--- src/dima_pkg.sv ---
package dima_pkg;

  // ----------------------------------------------------------------
  // geometry
  // ----------------------------------------------------------------
  localparam int ROWS = 5;
  localparam int BYTE_LANES = 8;
  localparam int MA_W = 12;
  localparam int ATTR_REGIONS = 7;
  localparam int MB_SHIFT = 20;
  localparam int ATTR_SEG_SHIFT = 15;
  localparam logic [7:0] MAX_MEM_MB = 8'h80;

  // ----------------------------------------------------------------
  // memory map
  // ----------------------------------------------------------------
  localparam logic [31:0] HOLE_LO_BASE = 32'h0008_0000;
  localparam logic [31:0] SMM_BASE = 32'h000A_0000;
  localparam logic [31:0] ATTR_BASE = 32'h000C_0000;
  localparam logic [31:0] ATTR_TOP_BASE = 32'h000F_0000;
  localparam logic [31:0] ONE_MB = 32'h0010_0000;
  localparam logic [31:0] HOLE_HI_BASE = 32'h00F0_0000;
  localparam logic [31:0] HOLE_HI_END = 32'h0100_0000;

  localparam logic [1:0] HOLE_NONE = 2'h0;
  localparam logic [1:0] HOLE_LOW = 2'h1;
  localparam logic [1:0] HOLE_HIGH = 2'h2;

  localparam int ATTR_RD_BIT = 0;
  localparam int ATTR_WR_BIT = 1;
  localparam int ATTR_CACHE_BIT = 2;

  localparam logic [1:0] SMM_DISABLED = 2'h0;
  localparam logic [1:0] SMM_CLOSED = 2'h1;
  localparam logic [1:0] SMM_OPEN = 2'h2;
  localparam logic [1:0] SMM_LOCKED = 2'h3;

  // ----------------------------------------------------------------
  // timing
  // ----------------------------------------------------------------
  localparam int CLK_PERIOD_NS = 50;
  localparam int REFRESH_PERIOD_NS = 15600000;
  localparam int REFRESH_CYCLES = REFRESH_PERIOD_NS / CLK_PERIOD_NS;
  localparam int RAS_PRECHARGE_NS = 60;
  localparam int REF_RAS_NS = 60;
  localparam int RCD_BASE_NS = 20;
  localparam int CAS_EDO_NS = 25;
  localparam int CAS_PAGE_NS = 60;
  localparam logic [3:0] RP_CYC =
    4'((RAS_PRECHARGE_NS + CLK_PERIOD_NS - 1) / CLK_PERIOD_NS);
  localparam logic [3:0] REF_RAS_CYC =
    4'((REF_RAS_NS + CLK_PERIOD_NS - 1) / CLK_PERIOD_NS);
  localparam logic [3:0] RCD_CYC =
    4'((RCD_BASE_NS + CLK_PERIOD_NS - 1) / CLK_PERIOD_NS);
  localparam logic [3:0] CAS_EDO_CYC =
    4'((CAS_EDO_NS + CLK_PERIOD_NS - 1) / CLK_PERIOD_NS);
  localparam logic [3:0] CAS_PAGE_CYC =
    4'((CAS_PAGE_NS + CLK_PERIOD_NS - 1) / CLK_PERIOD_NS);
  localparam int REF_TIMER_W = 19;
  localparam logic [2:0] REF_QUEUE_DEPTH = 3'h4;

  typedef enum logic [2:0]
  {
    ST_IDLE,
    ST_RAS,
    ST_CAS,
    ST_PRE,
    ST_REF,
    ST_REF_PRE
  } dima_state_type;

endpackage

--- src/dima_controller.sv ---
module dima_controller
  import dima_pkg::*;
#(
  parameter int REFRESH_CYCLES_P = REFRESH_CYCLES
)
(
  input wire logic CLK,
  input wire logic RESET_N,
  input wire logic ACCESS_REQ,
  input wire logic [31:0] ACCESS_ADDR,
  input wire logic ACCESS_WRITE,
  input wire logic ACCESS_PCI,
  input wire logic [7:0] ACCESS_BE,
  output logic ACCESS_READY,
  output logic ACCESS_DONE,
  output logic FORWARD_PCI,
  output logic NON_CACHEABLE,
  input wire logic [7:0] ROW_BOUNDARY0,
  input wire logic [7:0] ROW_BOUNDARY1,
  input wire logic [7:0] ROW_BOUNDARY2,
  input wire logic [7:0] ROW_BOUNDARY3,
  input wire logic [7:0] ROW_BOUNDARY4,
  input wire logic [4:0] ROW_TYPE,
  input wire logic [1:0] RAS_TIMING,
  input wire logic [1:0] CAS_RATE,
  input wire logic [1:0] HOLE_SEL,
  input wire logic [2:0] ATTRIBUTE_MAP0,
  input wire logic [2:0] ATTRIBUTE_MAP1,
  input wire logic [2:0] ATTRIBUTE_MAP2,
  input wire logic [2:0] ATTRIBUTE_MAP3,
  input wire logic [2:0] ATTRIBUTE_MAP4,
  input wire logic [2:0] ATTRIBUTE_MAP5,
  input wire logic [2:0] ATTRIBUTE_MAP6,
  input wire logic [1:0] SYSTEM_MGMT_MEMORY_CTRL,
  input wire logic SMM_ACTIVE,
  output logic SMM_LOCKED_STATUS,
  output logic [2:0] REFRESH_PENDING,
  output logic [4:0] BOARD_ROW_STROBE_N,
  output logic [7:0] COL_STROBE_N,
  output logic MEMORY_OUTPUT_ENABLE_N,
  output logic [11:0] MUX_MEM_ADDR
);

  // ----------------------------------------------------------------
  // state
  // ----------------------------------------------------------------
  typedef struct packed
  {
    // sequencer
    dima_state_type state;
    logic [3:0] cnt;
    // access latched when taken
    logic wr;
    logic [7:0] be;
    logic extended_output_dram;
    logic [11:0] col_addr;
    // pins
    logic [4:0] ras_n;
    logic [7:0] cas_n;
    logic moe_n;
    logic [11:0] ma;
    // refresh bookkeeping
    logic [2:0] ref_count;
    logic [REF_TIMER_W-1:0] ref_timer;
    logic [11:0] ref_addr;
    // status
    logic smm_lock;
    logic done;
    logic fwd;
    logic noncache;
  } dima_regs_type;

  dima_regs_type r;
  dima_regs_type next_r;

  logic [7:0] bound [ROWS];
  logic [2:0] attr [ATTR_REGIONS];

  assign bound[0] = ROW_BOUNDARY0;
  assign bound[1] = ROW_BOUNDARY1;
  assign bound[2] = ROW_BOUNDARY2;
  assign bound[3] = ROW_BOUNDARY3;
  assign bound[4] = ROW_BOUNDARY4;
  assign attr[0] = ATTRIBUTE_MAP0;
  assign attr[1] = ATTRIBUTE_MAP1;
  assign attr[2] = ATTRIBUTE_MAP2;
  assign attr[3] = ATTRIBUTE_MAP3;
  assign attr[4] = ATTRIBUTE_MAP4;
  assign attr[5] = ATTRIBUTE_MAP5;
  assign attr[6] = ATTRIBUTE_MAP6;

  // ----------------------------------------------------------------
  // helpers
  // ----------------------------------------------------------------
  function automatic logic [7:0] clamp_mb(input logic [7:0] b);
    clamp_mb = (b > MAX_MEM_MB) ? MAX_MEM_MB : b;
  endfunction

  function automatic logic [11:0] row_addr(input logic [31:0] a);
    row_addr = {a[24], a[23], a[21], a[20], a[19:12]};
  endfunction

  function automatic logic [11:0] col_addr(input logic [31:0] a);
    // unused top bit driven low; devices ignore it in column phase
    col_addr = {1'b0, a[24], a[22], a[11:3]};
  endfunction

  function automatic logic [3:0] dec(input logic [3:0] c);
    dec = (c != 4'h0) ? c - 4'h1 : 4'h0;
  endfunction

  // byte address of a boundary given in megabytes, after the cap
  function automatic logic [31:0] mb_addr(input logic [7:0] b);
    mb_addr = 32'(clamp_mb(b)) << MB_SHIFT;
  endfunction

  function automatic logic in_range(input logic [31:0] a,
    input logic [31:0] lo, input logic [31:0] hi);
    in_range = (a >= lo) && (a < hi);
  endfunction

  // ----------------------------------------------------------------
  // address decode
  // ----------------------------------------------------------------
  logic [31:0] top_addr;
  logic [4:0] row_hit;
  logic [4:0] populated;
  logic [2:0] attr_idx;
  logic [2:0] attr_sel;
  logic [1:0] smm_mode;
  logic smm_ok;
  logic dec_fwd;
  logic dec_nc;
  logic dec_edo;
  logic queue_full;

  always_comb
  begin
    top_addr = mb_addr(bound[ROWS-1]);
    row_hit = 5'h00;
    for (int i = 0; i < ROWS; i++)
    begin
      // cumulative boundaries; first one above the address wins
      if (row_hit == 5'h00 && ACCESS_ADDR < mb_addr(bound[i]))
        row_hit[i] = 1'b1;
    end
    // bank zero is refreshed even when its boundary reads empty
    populated = 5'h01;
    for (int i = 1; i < ROWS; i++)
    begin
      if (clamp_mb(bound[i]) > clamp_mb(bound[i-1]))
        populated[i] = 1'b1;
    end
    // mixed rows: the hit row's own ROW_TYPE bit picks EDO or page-mode column timing
    dec_edo = |(ROW_TYPE & row_hit);
  end

  // ----------------------------------------------------------------
  // memory map decode
  // ----------------------------------------------------------------
  always_comb
  begin
    // index wraps outside the attribute area; only used inside it
    attr_idx = (ACCESS_ADDR >= ATTR_TOP_BASE) ? 3'h0
      : 3'h1 + ACCESS_ADDR[ATTR_SEG_SHIFT+2:ATTR_SEG_SHIFT];
    attr_sel = (attr_idx < 3'(ATTR_REGIONS)) ? attr[attr_idx] : 3'h0;
    // a lock written this cycle already behaves as closed
    smm_mode = (r.smm_lock || SYSTEM_MGMT_MEMORY_CTRL == SMM_LOCKED)
      ? SMM_CLOSED : SYSTEM_MGMT_MEMORY_CTRL;
    smm_ok = !ACCESS_PCI && (smm_mode == SMM_OPEN
      || (smm_mode == SMM_CLOSED && SMM_ACTIVE));
    dec_fwd = 1'b0;
    dec_nc = 1'b0;
    if (ACCESS_ADDR >= top_addr)
      dec_fwd = 1'b1;
    else if (HOLE_SEL == HOLE_LOW
      && in_range(ACCESS_ADDR, HOLE_LO_BASE, SMM_BASE))
      dec_fwd = 1'b1;
    else if (HOLE_SEL == HOLE_HIGH
      && in_range(ACCESS_ADDR, HOLE_HI_BASE, HOLE_HI_END))
      dec_fwd = 1'b1;
    else if (in_range(ACCESS_ADDR, SMM_BASE, ATTR_BASE))
    begin
      // video buffer unless the management window maps it to DRAM
      dec_fwd = !smm_ok;
      dec_nc = 1'b1;
    end
    else if (in_range(ACCESS_ADDR, ATTR_BASE, ONE_MB))
    begin
      dec_fwd = ACCESS_WRITE ? !attr_sel[ATTR_WR_BIT]
        : !attr_sel[ATTR_RD_BIT];
      dec_nc = !attr_sel[ATTR_CACHE_BIT];
    end
    // everything else below top stays DRAM and cacheable
    if (dec_fwd)
      dec_nc = 1'b1;
    // a full queue outranks any waiting access
    queue_full = (r.ref_count == REF_QUEUE_DEPTH);
  end

  // requests are held off while refresh has taken top priority
  assign ACCESS_READY = (r.state == ST_IDLE) && !queue_full;

  // ----------------------------------------------------------------
  // next state
  // ----------------------------------------------------------------
  logic ref_tick;
  logic ref_start;

  always_comb
  begin
    next_r = r;
    next_r.done = 1'b0;
    ref_start = 1'b0;
    next_r.smm_lock = r.smm_lock
      || (SYSTEM_MGMT_MEMORY_CTRL == SMM_LOCKED);
    ref_tick = (r.ref_timer == REF_TIMER_W'(REFRESH_CYCLES_P - 1));
    next_r.ref_timer = ref_tick ? '0 : r.ref_timer + 1'b1;
    unique case (r.state)
      ST_IDLE:
      begin
        if (queue_full || (!ACCESS_REQ && r.ref_count != 3'h0))
        begin
          ref_start = 1'b1;
          next_r.ras_n = ~populated;
          next_r.ma = r.ref_addr;
          // row counter wraps; twelve bits cover the deepest device
          next_r.ref_addr = r.ref_addr + 12'h001;
          next_r.cnt = dec(REF_RAS_CYC);
          next_r.state = ST_REF;
        end
        else if (ACCESS_REQ)
        begin
          next_r.fwd = dec_fwd;
          next_r.noncache = dec_nc;
          if (dec_fwd)
            next_r.done = 1'b1;
          else
          begin
            next_r.ras_n = ~row_hit;
            next_r.ma = row_addr(ACCESS_ADDR);
            next_r.col_addr = col_addr(ACCESS_ADDR);
            next_r.wr = ACCESS_WRITE;
            next_r.be = ACCESS_BE;
            next_r.extended_output_dram = dec_edo;
            next_r.cnt = dec(RCD_CYC + {2'b00, RAS_TIMING});
            next_r.state = ST_RAS;
          end
        end
      end
      ST_RAS:
      begin
        next_r.cnt = dec(r.cnt);
        if (r.cnt == 4'h0)
        begin
          // reads open every lane; writes only the enabled bytes
          next_r.cas_n = r.wr ? ~r.be : 8'h00;
          next_r.ma = r.col_addr;
          next_r.moe_n = !r.wr;
          next_r.cnt = dec((r.extended_output_dram ? CAS_EDO_CYC : CAS_PAGE_CYC)
            + {2'b00, CAS_RATE});
          next_r.state = ST_CAS;
        end
      end
      ST_CAS:
      begin
        next_r.cnt = dec(r.cnt);
        if (r.cnt == 4'h0)
        begin
          next_r.cas_n = 8'hFF;
          next_r.ras_n = 5'h1F;
          next_r.moe_n = 1'b1;
          next_r.done = 1'b1;
          next_r.cnt = dec(RP_CYC);
          next_r.state = ST_PRE;
        end
      end
      ST_REF:
      begin
        // row-strobe-only cycle: no column phase follows
        next_r.cnt = dec(r.cnt);
        if (r.cnt == 4'h0)
        begin
          next_r.ras_n = 5'h1F;
          next_r.cnt = dec(RP_CYC);
          next_r.state = ST_REF_PRE;
        end
      end
      ST_PRE, ST_REF_PRE:
      begin
        next_r.cnt = dec(r.cnt);
        if (r.cnt == 4'h0)
          next_r.state = ST_IDLE;
      end
      default:
      begin
        // an unreachable code parks the pins idle and restarts
        next_r.state = ST_IDLE;
        next_r.ras_n = 5'h1F;
        next_r.cas_n = 8'hFF;
        next_r.moe_n = 1'b1;
      end
    endcase
    // a tick while full is dropped unless a refresh starts in that cycle; rate is slow enough to never lose
    // one unless refresh is starved by the full-priority path itself
    if (ref_tick && !ref_start && !queue_full)
      next_r.ref_count = r.ref_count + 3'h1;
    else if (ref_start && !ref_tick)
      next_r.ref_count = r.ref_count - 3'h1;
  end

  // ----------------------------------------------------------------
  // registers
  // ----------------------------------------------------------------
  always_ff @(posedge CLK)
  begin
    if (!RESET_N)
    begin
      r <= '0;
      r.state <= ST_IDLE;
      r.ras_n <= 5'h1F;
      r.cas_n <= 8'hFF;
      r.moe_n <= 1'b1;
    end
    else
      r <= next_r;
  end

  // ----------------------------------------------------------------
  // outputs
  // ----------------------------------------------------------------
  assign ACCESS_DONE = r.done;
  assign FORWARD_PCI = r.fwd;
  assign NON_CACHEABLE = r.noncache;
  assign SMM_LOCKED_STATUS = r.smm_lock;
  assign REFRESH_PENDING = r.ref_count;
  assign BOARD_ROW_STROBE_N = r.ras_n;
  assign COL_STROBE_N = r.cas_n;
  assign MEMORY_OUTPUT_ENABLE_N = r.moe_n;
  assign MUX_MEM_ADDR = r.ma;

endmodule

--- config.mk ---
export PLATFORM = sky130hd
export DESIGN_NAME = dima_controller
export DESIGN_NICKNAME = d
export VERILOG_FILES = /design/src/dima_pkg.sv /design/src/dima_controller.sv
export SDC_FILE = /design/constraint.sdc
export NUM_CORES = 1
export LEC_CHECK = 0
export BUFFER_PORTS_ARGS = -buffer_cell sky130_fd_sc_hd__buf_2
export CORE_ASPECT_RATIO = 1.1
export CORE_MARGIN = 10
export CORE_UTILIZATION = 56
export CTS_BUF_LIST = sky130_fd_sc_hd__clkbuf_4
export CTS_CLUSTER_DIAMETER = 150
export DETAILED_ROUTE_END_ITERATION = 8
export HOLD_SLACK_MARGIN = 0.12
export PLACE_DENSITY = 0.82
export SLEW_MARGIN = 40
export SYNTH_ARGS = -nofsm -noshare
export SYNTH_HDL_FRONTEND = slang
export SYNTH_SLANG_ARGS = --single-unit
--- constraint.sdc ---
create_clock -name CLK -period 9.5 [get_ports CLK]
set_clock_uncertainty 0.2 [all_clocks]
set_input_delay 0.95 -clock CLK [delete_from_list [all_inputs] [get_ports CLK]]
set_output_delay 0.95 -clock CLK [all_outputs]
set_load 0.02 [all_outputs]
==> report_table.html, run 1 <==
<table>
<tr><th>Metric</th><th>Value</th></tr>
<tr><th colspan="2">Synth</th></tr>
<tr><td>Mean area per synthesized cell</td><td>7.81 um2</td></tr>
<tr><td>Number of nets produced by synthesis</td><td>approximately 1,100</td></tr>
<tr><td>Sequential fraction of the synthesis area</td><td>a little over a quarter</td></tr>
<tr><td>Syn Inst Count</td><td>888</td></tr>
<tr><td>Combined area of all synthesized cells</td><td>about 7000 um2</td></tr>
<tr><td>Number of distinct library cell variants in the gate-level netlist after synthesis</td><td>just over 70</td></tr>
<tr><td>Post-synth EDFFs</td><td>0</td></tr>
<tr><td>Post-synthesis register bit count</td><td>92</td></tr>
<tr><td>Top_reg_cell synth</td><td>dfxtp_1</td></tr>
<tr><td>Share of synthesized registers carrying an async set or reset</td><td>0%</td></tr>
<tr><td>Total number of yosys warnings</td><td>0</td></tr>
<tr><th colspan="2">Run</th></tr>
<tr><td>Max cap viols</td><td>0</td></tr>
<tr><th colspan="2">Placement</th></tr>
<tr><td>Port Buf Inserts</td><td>~150</td></tr>
<tr><td>Post-detailed-placement cell area</td><td>between 7000 and 8000 um2</td></tr>
<tr><td>Pre-CTS setup slack</td><td>just under 5 ns</td></tr>
<tr><td>Last weighted congestion value of the routability-driven placer</td><td>a little under 1</td></tr>
<tr><td>Hpwl dp</td><td>15,100 um</td></tr>
<tr><th colspan="2">Floorplanning</th></tr>
<tr><td>Row count</td><td>42</td></tr>
<tr><td>Area of the core region</td><td>approximately 12,000 um2</td></tr>
<tr><td>Die Y</td><td>about 140 um</td></tr>
<tr><td>Starting Density</td><td>57.3%</td></tr>
<tr><td>Die outline area</td><td>roughly 17,000 um2</td></tr>
<tr><td>I/O pin count</td><td>154</td></tr>
<tr><td>Overall die width</td><td>about 130 um</td></tr>
<tr><th colspan="2">Cells and area</th></tr>
<tr><td>Post-layout utilization of the core</td><td>64.1%</td></tr>
<tr><td>Area growth syn-to-layout</td><td>11.7%</td></tr>
<tr><td>Share of final-layout standard cells stronger than drive strength 1</td><td>about a fifth</td></tr>
<tr><td>Post-route design area</td><td>between 7000 and 8000 um2</td></tr>
<tr><td>Final Net Count</td><td>1,193</td></tr>
<tr><td>Total of fill cells in the finished design</td><td>1,081</td></tr>
<tr><th colspan="2">Clock tree</th></tr>
<tr><td>Count of clock tree sinks</td><td>92</td></tr>
<tr><td>Max clock buf depth</td><td>2</td></tr>
<tr><td>Num CTS Buffers</td><td>9</td></tr>
<tr><td>Post-cts repair resize count</td><td>0</td></tr>
<tr><td>H-tree Lvls</td><td>3</td></tr>
<tr><td>Post-CTS clock slew at the launch and capture registers of the worst setup and hold paths</td><td>about 0.15 ns</td></tr>
<tr><td>Count of buffers added by post-CTS timing repair for setup</td><td>0</td></tr>
<tr><td>Clk Latency, worst-skew pair</td><td>~0.45 ns</td></tr>
<tr><td>Root buffer cell</td><td>clkbuf_4</td></tr>
<tr><td>CTS tree</td><td>yes</td></tr>
<tr><td>Total of hold buffers inserted after clock tree synthesis</td><td>0</td></tr>
<tr><th colspan="2">STA</th></tr>
<tr><td>Final count of negative-setup-slack endpoints</td><td>0</td></tr>
<tr><td>FMAX</td><td>237 MHz</td></tr>
<tr><td>RSZ-0062 raised after global routing</td><td>no</td></tr>
<tr><td>Hold Fails Final Rpt</td><td>0</td></tr>
<tr><td>Setup TNS after final layout</td><td>0 ns</td></tr>
<tr><td>Final cycle utilization of the critical path</td><td>44.5%</td></tr>
<tr><td>Setup slack after layout</td><td>5.28 ns</td></tr>
<tr><td>Max-Slew Margin vs Limit</td><td>between 40 and 50%</td></tr>
<tr><td>Period minus WS final</td><td>around 4.2 ns</td></tr>
<tr><td>Worst slew pin tran</td><td>0.830 ns</td></tr>
<tr><td>Max-slew violation total from the final report</td><td>0</td></tr>
<tr><th colspan="2">Power and ir drop</th></tr>
<tr><td>Leak Pwr</td><td>between 3 and 4 nW</td></tr>
<tr><td>Share of power burned in registers</td><td>around 44%</td></tr>
<tr><td>Net switching power figure</td><td>between 0.3 and 0.4 mW</td></tr>
<tr><td>Internal portion of total power</td><td>about 0.63 mW</td></tr>
<tr><td>Share of total power in combinational logic</td><td>a little under a third</td></tr>
<tr><td>Net switching fraction of the power</td><td>34.4%</td></tr>
<tr><td>Total power</td><td>0.967 mW</td></tr>
<tr><td>Highest ir drop seen on vdd</td><td>0.0655 mV</td></tr>
<tr><td>Power Dens Cells</td><td>125 nW/um2</td></tr>
<tr><td>Clock share of power</td><td>between 20% and 30%</td></tr>
<tr><th colspan="2">Worst setup path</th></tr>
<tr><td>Crit path DAT</td><td>between 4 and 5 ns</td></tr>
<tr><td>Critical path, cell by cell</td><td>buf_2 &gt; inv_1 &gt; nand2_1 &gt; ha_1 &gt; a21oi_1 &gt; a21boi_0 &gt; o311a_1 &gt; a2111oi_1 &gt; o211ai_2 &gt; or3b_1 &gt; buf_4 &gt; o311a_1</td></tr>
<tr><td>Type of the setup path with the least slack</td><td>in2reg</td></tr>
<tr><td>Buf+Inv Stages, Crit Path</td><td>3</td></tr>
<tr><td>Dominant cell type by count on the critical path</td><td>o311a_1</td></tr>
<tr><td>Startpoint types</td><td>primary input</td></tr>
<tr><td>Maximum fanout count along the critical path</td><td>25</td></tr>
<tr><td>Required time reported for the critical path endpoint</td><td>between 9 and 10 ns</td></tr>
<tr><td>Worst setup EP type</td><td>flop</td></tr>
<tr><td>Library cell contributing the largest single delay on the critical path</td><td>a2111oi_1</td></tr>
<tr><td>Largest stage delay, worst path</td><td>0.72 ns</td></tr>
<tr><td>Largest delay share family, worst path</td><td>compound AO/OA/AOI/OAI gates</td></tr>
<tr><th colspan="2">Worst hold path</th></tr>
<tr><td>Worst min path class</td><td>reg2reg</td></tr>
<tr><th colspan="2">Drt</th></tr>
<tr><td>Total iterations of the first detailed-routing run</td><td>7</td></tr>
<tr><td>Drt wl/cell</td><td>roughly 16 um</td></tr>
<tr><td>Detail Route Antenna Nets</td><td>0</td></tr>
<tr><td>Per-cell via count in the routed design</td><td>between 5 and 6</td></tr>
<tr><td>Detailed Route Iter0 Violations</td><td>489</td></tr>
<tr><td>Detailed-route via count</td><td>6,625</td></tr>
<tr><td>Final wirelength</td><td>~19,000 um</td></tr>
<tr><td>Residual DRC count</td><td>0</td></tr>
<tr><th colspan="2">Global routing</th></tr>
<tr><td>Total grt overflow</td><td>0</td></tr>
<tr><td>Global routing usage summed across all routing layers</td><td>a little over a fifth</td></tr>
<tr><td>Vias in the first global route</td><td>between 6,000 and 7,000</td></tr>
<tr><td>Pin count of the biggest net entering global routing</td><td>50</td></tr>
<tr><td>Wire length of the first global-routing pass</td><td>30,500 um</td></tr>
<tr><td>Antenna violations before repair</td><td>3</td></tr>
<tr><th colspan="2">Run status</th></tr>
<tr><td>Result of the run</td><td>complete, no violations</td></tr>
</table>
layout make-up:
class / instances / area (um2) / area share (%)
Antenna cell: 2 / 5.00 / 0.0646
Tap cell: 154 / 193 / 2.49
Clock buffer: 10 / 75.1 / 0.970
Multi-Input combinational cell: 679 / 4530 / 58.5
Timing Repair Buffer: 157 / 796 / 10.3
Inverter: 56 / 210 / 2.71
Clock inverter: 6 / 93.8 / 1.21
Sequential cell: 92 / 1840 / 23.8
kinds of logic (layout without fill, tap and decap cells):
kind of cell | count (synthesis) | after routing | share of synthesized area (%)
xor+xnor | 26 | 26 | 3.29
other cells | 0 | 2 | 0
flops | 92 | 92 | 26.6
buf+inv | 117 | 229 | 8.16
mux | 44 | 44 | 6.41
simple gates | 368 | 368 | 25.6
fa+ha+maj | 78 | 78 | 14.3
compound gates | 163 | 163 | 15.6
metal layers:
metal	track usage [%]	vias up	share of wire, %
li1	-	3298	-
met1	24.4	3037	42
met2	36.2	241	46
met3	5.80	47	8.0
met4	7.91	2	3.3
met5	0	-	0.069
Yosys cell counts (3+ instances only):
cell type / number / area (um2)
mux2i_1: 41 / 410
o21ai_1: 3 / 15.0
or3_1: 8 / 50.1
nor3_1: 9 / 45.0
a21o_1: 11 / 82.6
inv_1: 53 / 199
clkinv_1: 3 / 11.3
nor2_1: 109 / 409
o21ai_0: 39 / 195
nand2_1: 107 / 402
a21oi_1: 44 / 220
nand2b_1: 19 / 119
or4_4: 4 / 45.0
and3_1: 12 / 75.1
or2_2: 5 / 31.3
a311o_1: 11 / 110
dfxtp_1: 92 / 1840
nor4_1: 6 / 37.5
o21a_1: 6 / 45.0
xnor2_1: 10 / 87.6
clkbuf_1: 26 / 97.6
nor3b_1: 4 / 30.0
a211oi_1: 8 / 60.1
nor2b_1: 14 / 87.6
a311oi_1: 3 / 26.3
ha_1: 76 / 951
buf_4: 29 / 218
xor2_1: 16 / 140
o31ai_1: 3 / 22.5
nand3_1: 36 / 180
nand4_1: 14 / 87.6
and2_1: 4 / 25.0
a31oi_1: 6 / 37.5
cell usage in the layout (no fill, tap or decap), types with 5 or more instances in the layout:
master    count
or3_1         8
a31oi_1       6
mux2i_1      41
nand3_1      36
a211oi_1      8
nor2b_1      14
dfxtp_1      92
buf_2       153
a21oi_1      44
xnor2_1      10
nand2_1     107
o21ai_0      39
nand2b_1     19
nor3_1        9
and3_1       12
nor4_1        6
or2_2         5
nor2_1      109
ha_1         76
o21a_1        6
nand4_1      14
clkbuf_4     10
inv_1        53
a21o_1       11
a311o_1      11
xor2_1       16
worst register-to-register path, delay by kind of cell, from the launching register on:
family / cells / cell delay (ns)
AOI/OAI and AO/OA: 4 / 1.22
and+or+nand+nor: 3 / 1.11
DFF: 1 / 0.36
buffers and inverters: 1 / 0.27
path summary, 6_finish.rpt:
kind / cells past startpoint / start / endpoint / slack (ns)
setup / recovery: 12 / ROW_BOUNDARY4[7] / r[76] / 5.28
hold / removal: 2 / MUX_MEM_ADDR[10] / MUX_MEM_ADDR[10] / 0.27
setup reg to reg: 8 / SMM_LOCKED_STATUS / r[76] / 6.25
hold reg to reg: 2 / MUX_MEM_ADDR[10] / MUX_MEM_ADDR[10] / 0.27
state kept, by name (all words and copies together) (netlist names):
name and count:
FORWARD_PCI 1, ACCESS_DONE 1, MEMORY_OUTPUT_ENABLE_N 1, REFRESH_PENDING 3, SMM_LOCKED_STATUS 1, COL_STROBE_N 8
r 59, NON_CACHEABLE 1, BOARD_ROW_STROBE_N 5, MUX_MEM_ADDR 12
stage by stage:
step	cells	hold slack (ns)
floorplan	888	0.226
global placement	1138	0.240
detailed placement	1138	0.249
CTS	1154	0.275
global route	1154	0.307
finish	1156	0.272
power by group through the flow:
| stage | clock (mW) | combinational (mW) | sequential (mW) |
|---|---|---|---|
| after global placement | 0 | 0.282 | 0.429 |
| after CTS | 0.254 | 0.291 | 0.421 |
| after detailed placement | 0 | 0.289 | 0.429 |
| final | 0.252 | 0.293 | 0.422 |
| after global routing | 0.269 | 0.327 | 0.424 |
| after floorplan | 0 | 0.213 | 0.424 |
Note: power is estimated with default switching activity, not from simulation.
==> run 2: changes to the inputs <==
==> constraint.sdc (replaced) <==
create_clock -name CLK -period 4.3 [get_ports CLK]
set_clock_uncertainty 0.2 [all_clocks]
set_input_delay 0.43 -clock CLK [delete_from_list [all_inputs] [get_ports CLK]]
set_output_delay 0.43 -clock CLK [all_outputs]
set_load 0.02 [all_outputs]
==> report_table.html, run 2 (synthesis results as in run 1) <==
<table>
<tr><th>Metric</th><th>Value</th></tr>
<tr><th colspan="2">STA</th></tr>
<tr><td>Max-slew violation total from the final report</td><td>0 (unchanged)</td></tr>
<tr><td>Worst slew pin tran</td><td>0.683 ns (-0.147 ns)</td></tr>
<tr><td>Setup TNS after final layout</td><td>0 ns (unchanged)</td></tr>
<tr><td>RSZ-0062 raised after global routing</td><td>no</td></tr>
<tr><td>Worst Hold Slack</td><td>0.178 ns (-0.0936 ns)</td></tr>
<tr><td>FMAX</td><td>roughly 270 MHz</td></tr>
<tr><td>Hold Fails Final Rpt</td><td>0 (unchanged)</td></tr>
<tr><td>Final cycle utilization of the critical path</td><td>a little under nine tenths</td></tr>
<tr><td>Max-Slew Margin vs Limit</td><td>53.9% (+9.4 points)</td></tr>
<tr><td>Final count of negative-setup-slack endpoints</td><td>0 (unchanged)</td></tr>
<tr><td>Period minus WS final</td><td>approximately 3.7 ns</td></tr>
<tr><th colspan="2">Worst setup path</th></tr>
<tr><td>Startpoint types</td><td>primary input</td></tr>
<tr><td>Worst setup EP type</td><td>flop</td></tr>
<tr><td>Maximum fanout count along the critical path</td><td>18 (-28%)</td></tr>
<tr><td>Crit path DAT</td><td>3.83 ns (-0.56 ns)</td></tr>
<tr><td>Required time reported for the critical path endpoint</td><td>4.43 ns (-5.23 ns)</td></tr>
<tr><td>Type of the setup path with the least slack</td><td>in2reg</td></tr>
<tr><th colspan="2">Global routing</th></tr>
<tr><td>Total grt overflow</td><td>0 (unchanged)</td></tr>
<tr><td>Busiest layer in global routing</td><td>met2</td></tr>
<tr><td>Global routing usage summed across all routing layers</td><td>21.5% (+0.49 points)</td></tr>
<tr><td>Met1 track utilization from global routing</td><td>25.0% (+0.62 points)</td></tr>
<tr><td>Global routing usage on met2</td><td>38.3% (+2.1 points)</td></tr>
<tr><td>Pin count of the biggest net entering global routing</td><td>33 (-34%)</td></tr>
<tr><td>Routing usage on met3</td><td>5.30% (-0.50 points)</td></tr>
<tr><td>Vias in the first global route</td><td>6,492 (-0.48%)</td></tr>
<tr><td>Wire length of the first global-routing pass</td><td>31,200 um (+2.1%)</td></tr>
<tr><td>Antenna violations before repair</td><td>2 (-1)</td></tr>
<tr><th colspan="2">Floorplanning</th></tr>
<tr><td>Row count</td><td>42 (unchanged)</td></tr>
<tr><td>I/O pin count</td><td>154 (unchanged)</td></tr>
<tr><td>Die Y</td><td>137 um (unchanged)</td></tr>
<tr><td>Die outline area</td><td>17,200 um2 (unchanged)</td></tr>
<tr><td>Starting Density</td><td>57.3% (unchanged)</td></tr>
<tr><td>Overall die width</td><td>126 um (unchanged)</td></tr>
<tr><td>Area of the core region</td><td>12,100 um2 (unchanged)</td></tr>
<tr><th colspan="2">Clock tree</th></tr>
<tr><td>CTS tree</td><td>yes</td></tr>
<tr><td>Count of buffers added by post-CTS timing repair for setup</td><td>0 (unchanged)</td></tr>
<tr><td>H-tree Lvls</td><td>3 (unchanged)</td></tr>
<tr><td>Root buffer cell</td><td>clkbuf_4</td></tr>
<tr><td>Post-CTS clock slew at the launch and capture registers of the worst setup and hold paths</td><td>0.14 ns (about the same)</td></tr>
<tr><td>Max clock buf depth</td><td>2 (unchanged)</td></tr>
<tr><td>Num CTS Buffers</td><td>9 (unchanged)</td></tr>
<tr><td>Count of clock tree sinks</td><td>92 (unchanged)</td></tr>
<tr><td>Clk Latency, worst-skew pair</td><td>0.46 ns (about the same)</td></tr>
<tr><th colspan="2">Power and ir drop</th></tr>
<tr><td>Leak Pwr</td><td>3.93 nW (+2.9%)</td></tr>
<tr><td>Power Dens Cells</td><td>263 nW/um2 (+110%)</td></tr>
<tr><td>Highest ir drop seen on vdd</td><td>0.185 mV (+180%)</td></tr>
<tr><th colspan="2">Drt</th></tr>
<tr><td>Final wirelength</td><td>19,300 um (+2.6%)</td></tr>
<tr><td>Total iterations of the first detailed-routing run</td><td>6 (-1)</td></tr>
<tr><td>Detail Route Antenna Nets</td><td>0 (unchanged)</td></tr>
<tr><td>Detailed Route Iter0 Violations</td><td>407 (-17%)</td></tr>
<tr><td>Detailed-route via count</td><td>6,762 (+2.1%)</td></tr>
<tr><td>Per-cell via count in the routed design</td><td>5.71 (-0.43%)</td></tr>
<tr><td>Drt wl/cell</td><td>16.3 um (about the same)</td></tr>
<tr><td>Residual DRC count</td><td>0 (unchanged)</td></tr>
<tr><th colspan="2">Cells and area</th></tr>
<tr><td>Post-route design area</td><td>7990 um2 (+3.2%)</td></tr>
<tr><td>Register with the most flip-flops</td><td>r</td></tr>
<tr><td>Share of final-layout standard cells stronger than drive strength 1</td><td>19.8% (+0.24 points)</td></tr>
<tr><td>Final std cells w/o fill</td><td>1,185 (+2.5%)</td></tr>
<tr><td>Area growth syn-to-layout</td><td>15.3%</td></tr>
<tr><td>Final Net Count</td><td>1,221 (+2.3%)</td></tr>
<tr><td>Commonest cells after routing, fill and taps aside</td><td>buf_2, nor2_1, nand2_1</td></tr>
<tr><td>Flip-flop count of the largest register after layout</td><td>59 (unchanged)</td></tr>
<tr><td>Most common library cell in the layout ignoring fill and taps</td><td>buf_2</td></tr>
<tr><th colspan="2">Run status</th></tr>
<tr><td>Result of the run</td><td>complete, no violations</td></tr>
<tr><th colspan="2">Placement</th></tr>
<tr><td>Post-detailed-placement cell area</td><td>7610 um2 (+0.60%)</td></tr>
<tr><td>Cell total after placement</td><td>1,144 (+0.53%)</td></tr>
<tr><td>Port Buf Inserts</td><td>153 (unchanged)</td></tr>
<tr><td>Hpwl dp</td><td>15,500 um (+2.4%)</td></tr>
<tr><td>Last weighted congestion value of the routability-driven placer</td><td>0.913 (-5.9%)</td></tr>
<tr><th colspan="2">Run</th></tr>
<tr><td>Max cap viols</td><td>0 (unchanged)</td></tr>
<tr><th colspan="2">Worst hold path</th></tr>
<tr><td>Worst min path class</td><td>in2reg</td></tr>
</table>
run 2: cell count changes in the layout (fill, tap and decap cells not counted), sizes merged:
cell and delta:
dlygate4sd3 +22, diode +1, buf +6, inv +1
bufinv -1
run 2: metrics by stage:
stage | util [%] | power (mW) | setup WS (ns)
finish | 66.1 | 2.10 | 0.594
global route | 66.1 | 2.23 | 0.501
CTS | 65.9 | 2.10 | 0.648
detailed placement | 63.0 | 1.59 | 0.424
global placement | 63.0 | 1.57 | 0.481
floorplan | - | 1.41 | 0.802
run 2: where the power goes:
group	internal [mW]	leakage, nW	switching [mW]
Sequential	0.894	0.744	0.0359
Combinational	0.277	3.11	0.396
Clock	0.191	0.0793	0.307
Total	1.36	3.93	0.739
run 2: worst paths after layout:
| path | from | to | slack [ns] | cells past startpoint |
|---|---|---|---|---|
| worst max-delay path | ACCESS_ADDR[6] | r[68] | 0.59 | 11 |
| worst min register to register | MUX_MEM_ADDR[4] | MUX_MEM_ADDR[4] | 0.27 | 2 |
| worst max register to register | SMM_LOCKED_STATUS | r[68] | 1.00 | 9 |
| worst min-delay path | ACCESS_ADDR[24] | r[74] | 0.18 | 3 |
run 2: final cells by class:
class,instances,area (um2)
clock inverters,6,71.3
flip-flops and latches,92,1840
diodes,3,7.51
inverters,56,210
multi-input cells,679,4530
repair buffers,185,1060
well taps,154,193
fillers,1053,4100
clock buffers,10,75.1
run 2: worst max-delay path, cell delays in order:
cell and delay, ns:
dlygate4sd3_1 0.56, buf_2 0.16, nor4_1 0.58, nand4_1 0.16, nor4_1 0.50, a31oi_1 0.12, o211ai_2 0.29, or3b_1 0.37
buf_4 0.37, mux2i_1 0.24, nor2_1 0.05
run 2: layer usage:
metal | share of wire, % | routed length, um
met1 | 42 | 8050
met2 | 49 | 9430
met3 | 7.7 | 1490
met4 | 1.8 | 357
met5 | 0 | 0
run 2: what timing repair did:
| action | CTS | global route |
|---|---|---|
| hold buffers | 21 | 1 |
| gates resized for setup | 0 | 0 |
| hold endpoints to repair | 20 | 1 |
